$ cat src/verilog/pwr_seq_defs.svh
`ifndef PWR_SEQ_DEFS_SVH
`define PWR_SEQ_DEFS_SVH

// Clock period in picoseconds (200 MHz)
`define CLK_PERIOD_PS     64'd5000
// Longest power-on reset hold, in ms
`define POR_MAX_MS        64'd110
// Least wait before bus access, in ms
`define BUS_WAIT_MIN_MS   64'd150
// Least off time between power cycles, in ms
`define OFF_MIN_MS        64'd10
// Sleep clock cycles to wait after the I/O supply is valid
`define SLEEP_WAIT_CYC    8'd2
// Edges trimmed off the power-on count: two sync, one output, one spare
`define POR_MARGIN_CYC    64'd4
// Cycle counts: longest rounds down, least rounds up
`define POR_MAX_CYC       ((`POR_MAX_MS * 64'd1000000000) / `CLK_PERIOD_PS)
`define BUS_WAIT_MIN_CYC  ((`BUS_WAIT_MIN_MS * 64'd1000000000 + `CLK_PERIOD_PS - 64'd1) / `CLK_PERIOD_PS)
`define OFF_MIN_CYC       ((`OFF_MIN_MS * 64'd1000000000 + `CLK_PERIOD_PS - 64'd1) / `CLK_PERIOD_PS)

`endif

$ cat src/verilog/pwr_seq_if.sv
`timescale 1ns/1ps
interface pwr_seq_if;
    logic wlan_power_enable;      // Host to device, WLAN enable
    logic bluetooth_power_enable; // Host to device, Bluetooth enable
    modport dev  (input wlan_power_enable, input bluetooth_power_enable);
    modport host (output wlan_power_enable, output bluetooth_power_enable);
endinterface

$ cat src/verilog/pwr_seq_device.sv
// What this block does
// - Regulators on when either enable is high
// - WLAN in reset while its enable low
// - Bluetooth held in reset while its enable low
// - Power-on reset released within 110 ms
// - Host waits 150 ms before bus access
// - Host keeps both enables low 10 ms
// - Host enables Bluetooth whenever FM is used
// - Host treats all delays as minimums
`timescale 1ns/1ps
`include "pwr_seq_defs.svh"

// Synchroniser for one pin; only the last flop is read, since the first
// may still be settling
module pin_sync #(
    parameter int STAGES = 2
) (
    input  wire logic clk_sys, // Clock
    input  wire logic rst_b,   // Async reset, active low
    input  wire logic pin,     // Raw level from outside the domain
    output logic      level    // Settled level, STAGES edges late
);
    logic [STAGES-1:0] chain;

    // Shift the pin in; reset parks the chain at the idle low level
    always_ff @(posedge clk_sys or negedge rst_b) begin
        if (!rst_b) begin
            chain <= {STAGES{1'b0}};
        end else begin
            chain <= {chain[STAGES-2:0], pin};
        end
    end

    assign level = chain[STAGES-1];
endmodule

// Holds one section in reset until its enable, the regulators and the
// internal power-on reset all agree
module section_release (
    input  wire logic clk_sys,  // Clock
    input  wire logic rst_b,    // Async reset, active low
    input  wire logic enable,   // Section enable, synchronised
    input  wire logic powered,  // Regulators on at the next edge
    input  wire logic por_done, // Internal power-on reset released
    output logic      reset_b   // Section out of reset when high
);
    wire logic next_reset_b = enable & powered & por_done;

    // Registered so a section never sees a glitch on its reset
    always_ff @(posedge clk_sys or negedge rst_b) begin
        if (!rst_b) begin
            reset_b <= 1'b0;
        end else begin
            reset_b <= next_reset_b;
        end
    end
endmodule

// Internal power-on reset timer
module por_timer #(
    parameter longint CYCLES = `POR_MAX_CYC
) (
    input  wire logic clk_sys,   // Clock
    input  wire logic rst_b,     // Async reset, active low
    input  wire logic supply_on, // Supplies above threshold, synchronised
    output logic      done       // Internal power-on reset released
);
    logic [31:0] count;
    // Trimmed target: sync and output edges eat the margin, so release
    // still lands inside the ceiling
    wire logic hit = (count >= 32'(CYCLES - `POR_MARGIN_CYC));

    // Counts only while supplies stay up; a dip starts it over
    always_ff @(posedge clk_sys or negedge rst_b) begin
        if (!rst_b) begin
            count <= 32'h0;
            done  <= 1'b0;
        end else if (!supply_on) begin
            count <= 32'h0;
            done  <= 1'b0;
        end else if (hit) begin
            done <= 1'b1;
        end else begin
            count <= count + 32'h1;
        end
    end
endmodule

module pwr_seq_device #(
    parameter longint POR_CYCLES = `POR_MAX_CYC
) (
    input  wire logic clk_sys,          // 200 MHz clock
    input  wire logic rst_b,            // Async reset, active low
    input  wire logic supplies_ok,      // Core and I/O supplies above threshold
    pwr_seq_if.dev    link,             // Enables from host
    output logic      regulator_on,     // Internal regulators enabled
    output logic      por_done,         // Internal power-on reset released
    output logic      wlan_reset_b,     // WLAN section out of reset when high
    output logic      bt_reset_b        // Bluetooth/FM section out of reset when high
);
    // Settled pin levels, two edges behind the pins
    logic wl_on;
    logic bt_on;
    logic sup_on;
    // What the regulator register takes at the next edge
    logic next_regulator_on;

    // Enables come from the host's pins, supplies from the analog side
    pin_sync #(
        .STAGES (2)
    ) wl_sync_i (
        .clk_sys (clk_sys),
        .rst_b   (rst_b),
        .pin     (link.wlan_power_enable),
        .level   (wl_on)
    );

    pin_sync #(
        .STAGES (2)
    ) bt_sync_i (
        .clk_sys (clk_sys),
        .rst_b   (rst_b),
        .pin     (link.bluetooth_power_enable),
        .level   (bt_on)
    );

    pin_sync #(
        .STAGES (2)
    ) sup_sync_i (
        .clk_sys (clk_sys),
        .rst_b   (rst_b),
        .pin     (supplies_ok),
        .level   (sup_on)
    );

    // Either enable keeps the shared regulators up
    assign next_regulator_on = wl_on | bt_on;

    // Regulator control, registered like the section resets
    always_ff @(posedge clk_sys or negedge rst_b) begin
        if (!rst_b) begin
            regulator_on <= 1'b0;
        end else begin
            regulator_on <= next_regulator_on;
        end
    end

    // Internal power-on reset; restarts on any supply dip
    por_timer #(
        .CYCLES (POR_CYCLES)
    ) por_timer_i (
        .clk_sys   (clk_sys),
        .rst_b     (rst_b),
        .supply_on (sup_on),
        .done      (por_done)
    );

    // WLAN runs on its own enable once the power-on reset is released
    section_release wlan_release_i (
        .clk_sys  (clk_sys),
        .rst_b    (rst_b),
        .enable   (wl_on),
        .powered  (next_regulator_on),
        .por_done (por_done),
        .reset_b  (wlan_reset_b)
    );

    // Bluetooth and FM share one reset, held while their enable is low even
    // when WLAN keeps the regulators up
    section_release bt_release_i (
        .clk_sys  (clk_sys),
        .rst_b    (rst_b),
        .enable   (bt_on),
        .powered  (next_regulator_on),
        .por_done (por_done),
        .reset_b  (bt_reset_b)
    );
endmodule

$ cat src/flat_wrapper.sv
// flat-port wrapper written by rule: the top's interface ports become plain ports
module pwr_seq_device_flat 
#(
    parameter longint POR_CYCLES = `POR_MAX_CYC
)
  (clk_sys, rst_b, supplies_ok, regulator_on, por_done, wlan_reset_b, bt_reset_b, link_wlan_power_enable, link_bluetooth_power_enable);
  pwr_seq_if link_i ();
  input  wire logic clk_sys;
  input  wire logic rst_b;
  input  wire logic supplies_ok;
  output logic regulator_on;
  output logic por_done;
  output logic wlan_reset_b;
  output logic bt_reset_b;
  input wire logic [$bits(link_i.wlan_power_enable)-1:0] link_wlan_power_enable;
  input wire logic [$bits(link_i.bluetooth_power_enable)-1:0] link_bluetooth_power_enable;
  assign link_i.wlan_power_enable = link_wlan_power_enable;
  assign link_i.bluetooth_power_enable = link_bluetooth_power_enable;
  pwr_seq_device #(.POR_CYCLES(POR_CYCLES)) u_core (.clk_sys(clk_sys), .rst_b(rst_b), .supplies_ok(supplies_ok), .link(link_i), .regulator_on(regulator_on), .por_done(por_done), .wlan_reset_b(wlan_reset_b), .bt_reset_b(bt_reset_b));
endmodule
$ cat config.mk
export PLATFORM = sky130hd
export DESIGN_NAME = pwr_seq_device_flat
export DESIGN_NICKNAME = d
export VERILOG_FILES = /design/src/verilog/pwr_seq_if.sv /design/src/verilog/pwr_seq_device.sv /design/src/flat_wrapper.sv
export VERILOG_INCLUDE_DIRS = /design/src /design/src/verilog
export SDC_FILE = /design/constraint.sdc
export NUM_CORES = 1
export LEC_CHECK = 0
export BUFFER_PORTS_ARGS = -buffer_cell sky130_fd_sc_hd__buf_2
export CORE_MARGIN = 8
export CORE_UTILIZATION = 50
export DETAILED_ROUTE_END_ITERATION = 7
export HOLD_SLACK_MARGIN = 0.08
export PLACE_DENSITY_LB_ADDON = 0.2
export SYNTH_ARGS = -nofsm -noshare
export SYNTH_HDL_FRONTEND = slang
export SYNTH_HIERARCHICAL = 1
export SYNTH_SLANG_ARGS = --single-unit
export TNS_END_PERCENT = 30
$ cat constraint.sdc
create_clock -name clk_sys -period 3.77 [get_ports clk_sys]
set_input_delay 0.377 -clock clk_sys [delete_from_list [all_inputs] [get_ports clk_sys]]
set_output_delay 0.377 -clock clk_sys [all_outputs]
set_load 0.01 [all_outputs]
---- Word level (Yosys, flattened, before mapping) ----
Index checks and enable logic that the tools add are counted.
storage, ports and cells
  flip-flop bits (word level) ............. 42
  output and inout port bits .............. 4
  word-level logic and storage cells ...... 21
operators by class
  $add $sub $neg .......................... 1
  order comparisons ....................... 1
  equal/unequal tests ..................... 2
  multiplexer cells ....................... 4
  bitwise gates (word level) .............. 5
operators with widths
  kind                                                                      count
  32-bit two-way mux                                                        2
  32-bit by 1-bit adder with 32-bit output (second input constant)          1
  32-bit by 25-bit >= comparator with 1-bit output (second input constant)  1
  1-bit AND                                                                 4
  2-bit inequality test (second input constant)                             2
  1-bit two-way mux                                                         2
  1-bit OR                                                                  1

---- Logic depth before layout (Yosys ltp) ----
Gate-level depths: netlist of the first run.
  depth after elaboration ................. 3
  mapped depth ............................ 7

---- Hierarchy ----
Netlist of the first run, hierarchy kept.
modules (own cells, without submodules)
  module           instances  cells an instance  area each (µm²)  sequential area each (µm²)
  por_timer        1          179                1681.6           825.8
  pin_sync         3          2                  50.0             50.0
  section_release  2          2                  31.3             25.0
  pwr_seq_device   1          2                  31.3             25.0

---- Worst setup path after synthesis of the first run ----
Ideal clock, no wire load.
  kind .................................... reg2reg
  start ................................... reg u_core.por_timer_i.count[14]
  end ..................................... reg u_core.por_timer_i.count[10]
  data arrival time ....................... 2.126 ns
  data required time ...................... 3.691 ns
  setup slack ............................. 1.564 ns
  cell stages (with the launch flop) ...... 7
  cells stage by stage .................... dfrtp_1 or4_1 a311o_1 a41o_1 buf_2 nor4_2 mux2i_1
on the way
  word-level cells in the longest chain between the ends .. 2
ends and longest elaborated chain
  element                                           RTL line              source
  from (decl)                                       pwr_seq_device.sv:68  logic [31:0] count;
  from (signal assigned)                            pwr_seq_device.sv:84  count <= count + 32'h1;
  32-bit by 25-bit >= comparator with 1-bit output  pwr_seq_device.sv:71  wire logic hit = (count >= 32'(CYCLES - `POR_MARGIN_CYC));
  2-bit inequality test (no source line)            --
Every way passes these cells.
A chain may end at the register's enable or synchronous reset.

---- Worst setup path in the final report of the first run ----
  start ................................... reg u_core.por_timer_i.count[14]
  end ..................................... reg u_core.por_timer_i.count[14]
on the way
  word-level cells in the longest chain between the ends .. 3
ends and longest elaborated chain
  element                                   RTL line              source
  32-bit by 1-bit adder with 32-bit output  pwr_seq_device.sv:84
  32-bit two-way mux                        pwr_seq_device.sv:81  end else if (hit) begin
  32-bit two-way mux                        pwr_seq_device.sv:78  end else if (!supply_on) begin
Several ways; a longest one is shown, not always the timed one. The select of a mux whose other input is x is not followed.

==> impl_metrics.py, run 1 <==
metrics = {
    "clock_network": {
        "clock-sinks": 42,
        "post_cts_resized": 0,
        "clk_latency_ns": 0.30,
        "cts_tree": "done",
        "cts_buffers": 5,
        "htreeDepth": 2,
        "root_buffer": "clkbuf_8",
        "path_clk_slew_ns": 0.08,
        "cts_max_path_buffers": 2,
        "post_cts_buffers": 0,
        "hold_buffers": 0,
    },
    "die": {
        "die_y_um": 78.1,
        "rows": 22,
        "fp.dieW_um": 78.1,
        "top_level_ports": 9,
        "die_area_um2": 6090,
        "initial_core_util_pct": 52.2,
        "core_um2": 3690,
    },
    "worst_setup_path": {
        "cpMostUsedCell": "or4_1",
        "worstSetupStartpointType": "flop",
        "path_buf_inv": 0,
        "crit_arrival_ns": 3.02,
        "slowest_stage": "or4_1",
        "crit_path_cell_trace": "or4_1, a311o_1, a41o_1, or4_1, a21oi_1",
        "cp_top_family": "simple AND/OR/NAND/NOR gates",
        "critPathKind": "reg -> reg",
        "worstPathRequired_ns": 3.99,
        "reg2reg_slack_ns": 0.96,
        "cp_max_fo": 34,
        "cp-end-kind": "flop",
        "slowest_delay_ns": 0.63,
    },
    "sta": {
        "fmax_ghz": 0.356,
        "hold_violations": 0,
        "relSlewSlack_pct": 36.6,
        "period_needed_ns": 2.81,
        "drv_slew": 0,
        "finalCritPeriodShare_pct": 74.5,
        "setup_viol": 0,
        "rsz0062_at_grt": "no",
        "clock_skew_ns": 0.00749,
        "tightestPinTransition_ns": 0.951,
        "fin_tns_setup_ns": 0,
        "worst_hold_slack_ns": 0.188,
    },
    "cells_and_area": {
        "multiInputGateArea_um2": 828,
        "fin_nets": 205,
        "stdcell_area_um2": 2090,
        "antenna_cells": 0,
        "final_common_cell": "dfrtp_1",
        "area_growth_pct": 8.51,
        "seqCellArea_um2": 1050,
        "drive_gt1_share_pct": 9.55,
        "final_cell_mix": "dfrtp_1, a21oi_1, nand2_1, o21ai_0",
        "final_util_pct": 56.6,
        "fin_cells": 247,
        "fillers": 334,
    },
    "route": {
        "wire_per_inst_um": 15.8,
        "postRouteAntennaNets": 0,
        "drtIter0Drc": 89,
        "routed_wl_um": 3910,
        "vias_per_cell": 6.06,
        "drc": 0,
        "vias": 1496,
        "drtPass1Iterations": 4,
    },
    "place": {
        "place.port_buffers": 8,
        "place.gp.congestion": 0.801,
        "dpl-instance-area_um2": 1990,
        "hpwl_um": 2640,
        "dp_cells": 239,
    },
    "pwr": {
        "powerDensity_nw_per_um2": 378,
        "vdd_drop_max_mv": 0.249,
        "p_leak_nw": 0.893,
        "p_comb_share_pct": 3.0,
        "pwr-share-seq_pct": 58.9,
        "sw_frac_of_total_pct": 22.2,
        "p_sw_uw": 175,
        "intPower_uw": 614,
        "clkPwrFrac_pct": 38.1,
    },
    "yosys": {
        "syn_avg_cell_area_um2": 10.1,
        "syn_inst": 191,
        "async_flop_share_pct": 100,
        "ys_dominant_reg_cell": "dfrtp_1",
        "yosysWarnings": 6,
        "synth-edff-count": 0,
        "syn-cell-area_um2": 1930,
        "ys_types": 33,
        "synth-seq-cells": 42,
        "syn-num-nets": 198,
        "ys_seq_area_share_pct": 54.6,
    },
    "run": {
        "max_cap_viol_count": 0,
    },
    "grt": {
        "grt_usage_pct": 13.8,
        "grt_antenna_before_repair": 0,
        "grt_pass1_wl_um": 6720,
        "grt_pass1_vias": 1506,
        "grt_max_degree": 43,
        "overflow": 0,
    },
    "min_path": {
        "min_path_type": "in -> reg",
    },
    "run_status": {
        "status": "complete, no violations",
    },
}
==> final cells by class <==
class                      count  share of cell area, %
inverter                       4                  0.719
sequential                    42                   50.3
clock inverter                 1                  0.419
timing repair buffer           8                   1.92
tap                           48                   2.87
multi-input combinational    137                   39.6
clock buffer                   7                   4.13
==> per-layer routing <==
layer / vias up / global-route usage (%) / wire, µm
met3: 4 / 4.44 / 198
met5: - / 0 / 0
met1: 752 / 15.0 / 1630
li1: 708 / - / -
met4: 0 / 6.67 / 42
met2: 32 / 23.9 / 2040
==> power groups by stage <==
stage	Clock [mW]	Combinational [mW]	Sequential, mW
final	0.300	0.0235	0.465
after global routing	0.330	0.0280	0.466
after CTS	0.313	0.0246	0.465
after detailed placement	0	0.0245	0.474
after global placement	0	0.0238	0.473
after floorplan	0	0.0140	0.469
==> cells by family after synthesis <==
| group | Yosys count | synth area share (%) |
|---|---|---|
| compound gates | 37 | 11.2 |
| xor+xnor | 3 | 1.36 |
| fa+ha+maj | 2 | 1.30 |
| buf+inv | 12 | 2.40 |
| flops | 42 | 54.6 |
| mux | 5 | 2.60 |
| simple gates | 90 | 26.6 |
==> Yosys cell counts, types with 2 or more instances <==
master	number	area, µm²
nor3_1	5	25.0
nor4_1	3	18.8
ha_1	2	25.0
nand4_1	7	43.8
a21oi_1	15	75.1
or3_1	11	68.8
o31ai_1	2	15.0
or4_1	3	22.5
o21ai_0	12	60.1
dfrtp_1	42	1050
nand3_1	11	55.1
mux2i_1	5	50.1
a211oi_1	2	15.0
xnor2_1	3	26.3
a31oi_1	2	12.5
and3_1	6	37.5
nor2_1	10	37.5
and4_1	3	26.3
nand2_1	12	45.0
or2_2	3	18.8
inv_1	4	15.0
clkbuf_1	7	26.3
nand2b_1	5	31.3
and2_1	7	43.8
==> worst reg2reg max path: stages (launching register included) <==
cell and delay, ns:
dfrtp_1 0.43, or4_1 0.58, a311o_1 0.36, a41o_1 0.55
or4_1 0.63, a21oi_1 0.16
==> worst paths after layout <==
check                                                          from                                       end  cells past startpoint
hold / removal                               link_wlan_power_enable       u_core/wl_sync_i/chain[0]$_DFF_PN0_                      1
min in group asynchronous                                     rst_b  u_core/por_timer_i/count[20]$_DFFE_PN0P_                      1
setup / recovery           u_core/por_timer_i/count[14]$_DFFE_PN0P_  u_core/por_timer_i/count[14]$_DFFE_PN0P_                      5
hold reg to reg                u_core/sup_sync_i/chain[0]$_DFF_PN0_      u_core/sup_sync_i/chain[1]$_DFF_PN0_                      0
max in group asynchronous                                     rst_b   u_core/wlan_release_i/reset_b$_DFF_PN0_                      1
setup reg to reg           u_core/por_timer_i/count[14]$_DFFE_PN0P_  u_core/por_timer_i/count[14]$_DFFE_PN0P_                      5
==> per-stage QoR <==
step	power [mW]	setup slack [ns]
2_1_floorplan	0.483	1.56
3_3_place_gp	0.496	1.16
3_5_place_dp	0.498	1.03
4_1_cts	0.802	1.01
5_1_grt	0.824	0.837
6_report	0.789	0.963
==> flip-flops by register name, indices dropped and copies added, names as in the netlist <==
| register | count |
|---|---|
| u_core/sup_sync_i/chain | 2 |
| u_core/por_timer_i/done | 1 |
| u_core/regulator_on | 1 |
| u_core/bt_release_i/reset_b | 1 |
| u_core/wl_sync_i/chain | 2 |
| u_core/por_timer_i/count | 32 |
| u_core/wlan_release_i/reset_b | 1 |
| u_core/bt_sync_i/chain | 2 |
Power figures use the tool's default switching activity.
==> run 2: changes to the inputs <==
--- a/config.mk
+++ b/config.mk
@@ -6,6 +6,7 @@
 export SDC_FILE = /design/constraint.sdc
 export NUM_CORES = 1
 export LEC_CHECK = 0
+export ABC_AREA = 1
 export BUFFER_PORTS_ARGS = -buffer_cell sky130_fd_sc_hd__buf_2
 export CORE_MARGIN = 8
 export CORE_UTILIZATION = 50
==> constraint.sdc (replaced) <==
create_clock -name clk_sys -period 2.7 [get_ports clk_sys]
set_input_delay 0.27 -clock clk_sys [delete_from_list [all_inputs] [get_ports clk_sys]]
set_output_delay 0.27 -clock clk_sys [all_outputs]
set_load 0.01 [all_outputs]
==> impl_metrics.py, run 2 <==
metrics = {
    "run_status": {
        "status": "complete, no violations",
    },
    "pwr": {
        "pwr-share-seq_pct": 55.3,
        "p_leak_nw": 1.39,
        "powerDensity_nw_per_um2": 435,
        "intPower_uw": 926,
        "sw_frac_of_total_pct": 21.0,
        "p_sw_uw": 247,
        "clkPwrFrac_pct": 41.1,
        "p_comb_share_pct": 3.6,
        "finalPower_mw": 1.17,
        "vdd_drop_max_mv": 0.285,
    },
    "yosys": {
        "syn-num-nets": 359,
        "syn-cell-area_um2": 2480,
        "ys_dominant_reg_cell": "dfrtp_1",
        "synth_commonest_cells": "nand2_1, nor2_1, dfrtp_1, nand3_1, inv_1",
        "syn_avg_cell_area_um2": 7.05,
        "syn_inst": 352,
        "ys_seq_area_share_pct": 42.3,
        "yosys-top-cells-area": "dfrtp_1, nand2_1, nand3_1",
        "synth_most_common_cell": "nand2_1",
        "yosysWarnings": 6,
        "ys_types": 24,
        "synth-seq-cells": 42,
        "async_flop_share_pct": 100,
        "synth_top_cell_by_area": "dfrtp_1",
        "netlist.area_leader.share_pct": 42.3,
        "synth-edff-count": 0,
    },
    "place": {
        "post-place-ws_ns": 0.840,
        "hpwl_um": 3750,
        "place.port_buffers": 8,
        "place.gp.congestion": 0.872,
    },
    "sta": {
        "rsz0062_at_grt": "no",
        "fin_tns_setup_ns": 0,
        "drv_slew": 0,
        "relSlewSlack_pct": 38.9,
        "fmax_ghz": 0.540,
        "worst_slack_ns": 0.849,
        "setup_viol": 0,
        "hold_violations": 0,
        "tightestPinTransition_ns": 0.917,
        "finalCritPeriodShare_pct": 68.6,
        "clock_skew_ns": 0.00884,
        "period_needed_ns": 1.85,
    },
    "clock_network": {
        "clk_latency_ns": 0.30,
        "cts_buffers": 5,
        "post_cts_resized": 0,
        "cts_tree": "done",
        "path_clk_slew_ns": 0.08,
        "cts_max_path_buffers": 2,
        "post_cts_buffers": 0,
        "clock-sinks": 42,
        "hold_buffers": 3,
        "root_buffer": "clkbuf_8",
        "htreeDepth": 2,
    },
    "worst_setup_path": {
        "worstSetupStartpointType": "flop",
        "cp_max_fo": 27,
        "reg2reg_depth": 8,
        "cp-end-kind": "flop",
        "crit_arrival_ns": 2.04,
        "critPathKind": "reg -> reg",
        "worstPathRequired_ns": 2.89,
    },
    "grt": {
        "grt_usage_pct": 15.8,
        "grt_pass1_vias": 2126,
        "overflow": 0,
        "grt_antenna_before_repair": 0,
        "grt_max_degree": 43,
        "grt_pass1_wl_um": 9440,
    },
    "route": {
        "wire_per_inst_um": 12.4,
        "drc": 0,
        "drtIter0Drc": 126,
        "postRouteAntennaNets": 0,
        "routed_wl_um": 5310,
        "drtPass1Iterations": 4,
        "vias_per_cell": 5.10,
        "vias": 2186,
    },
    "run": {
        "max_cap_viol_count": 0,
    },
    "cells_and_area": {
        "drive_gt1_share_pct": 7.46,
        "final_cell_mix": "nand2_1, nor2_1, dfrtp_1, nand3_1, inv_1",
        "fin_nets": 368,
        "antenna_cells": 0,
        "largest-register": "u_core/por_timer_i/count",
        "largest_reg_flops": 32,
        "area_growth_pct": 8.67,
        "final_common_cell": "nand2_1",
    },
    "die": {
        "die_y_um": 86.5,
        "core_um2": 4750,
        "rows": 25,
        "fp.dieW_um": 86.5,
        "die_area_um2": 7480,
        "top_level_ports": 9,
        "initial_core_util_pct": 52.2,
    },
    "min_path": {
        "min_path_type": "in -> async",
    },
}
-- run 2: cell count changes after synthesis, sizes merged, moves of 14 or more --
cell,change
nand2,+114
inv,+35
nor2,+41
a21oi,-14
nand4,+14
nand3,+31
-- run 2: layer usage --
metal  up-vias  part of all wire [%]  GRT usage [%]
met2        60                    47           25.8
met3         7                   5.3           3.88
li1       1121                     -              -
met4         0                   1.0           5.79
met5         -                     0              0
met1       998                    47           19.6
-- run 2: worst max-delay path, cell delays in order (launching register included) --
cell	delay, ns
dfrtp_1	0.44
nor2_1	0.15
nand4_1	0.09
nor3_1	0.29
nand2_4	0.22
nand2_8	0.22
nand2_2	0.16
nand2_1	0.10
nand2_1	0.06
-- run 2: final cells by class --
cell class | count | area [µm²]
clock buffer | 7 | 76.3
clock inverter | 1 | 30.0
fill | 463 | 2060
inverter | 40 | 150
multi-input combinational | 259 | 1220
sequential | 42 | 1050
tap | 67 | 83.8
timing repair buffer | 13 | 85.1
-- run 2: power groups by stage --
stage	Clock, mW	Combinational [mW]	Sequential [mW]
2_1_floorplan	0	0.0253	0.654
3_3_place_gp	0	0.0391	0.661
3_5_place_dp	0	0.0398	0.661
4_1_cts	0.497	0.0434	0.649
5_1_grt	0.523	0.0487	0.650
6_report	0.483	0.0421	0.648
-- run 2: path summary, 6_finish.rpt --
check                           slack, ns                                startpoint                                       end
worst max-delay path                 0.85  u_core/por_timer_i/count[21]$_DFFE_PN0P_  u_core/por_timer_i/count[19]$_DFFE_PN0P_
max in group asynchronous            2.02                                     rst_b  u_core/por_timer_i/count[25]$_DFFE_PN0P_
worst min-delay path                 0.10                                     rst_b  u_core/por_timer_i/count[15]$_DFFE_PN0P_
min in group clk_sys                 0.36      u_core/sup_sync_i/chain[0]$_DFF_PN0_      u_core/sup_sync_i/chain[1]$_DFF_PN0_
worst min register to register       0.36      u_core/sup_sync_i/chain[0]$_DFF_PN0_      u_core/sup_sync_i/chain[1]$_DFF_PN0_
worst max register to register       0.85  u_core/por_timer_i/count[21]$_DFFE_PN0P_  u_core/por_timer_i/count[19]$_DFFE_PN0P_
-- run 2: kinds of logic after synthesis --
logic type	count (synthesis)	share of synthesized area, %
flip-flops	42	42.3
AO/OA/AOI/OAI	5	1.76
XOR/XNOR	10	3.53
buffers and inverters	51	8.47
AND/OR/NAND/NOR	242	42.9
adder cells (fa/ha/maj)	2	1.01
-- run 2: stage by stage --
step / std cells / util [%] / hold WS [ns] / cell area, µm²
floorplan: 352 / - / -0.0256 / 2480
global placement: 418 / 53.9 / 0.338 / 2560
detailed placement: 418 / 53.9 / 0.338 / 2560
CTS: 429 / 56.7 / 0.131 / 2700
global route: 429 / 56.7 / 0.176 / 2700
finish: 429 / 56.7 / 0.104 / 2700
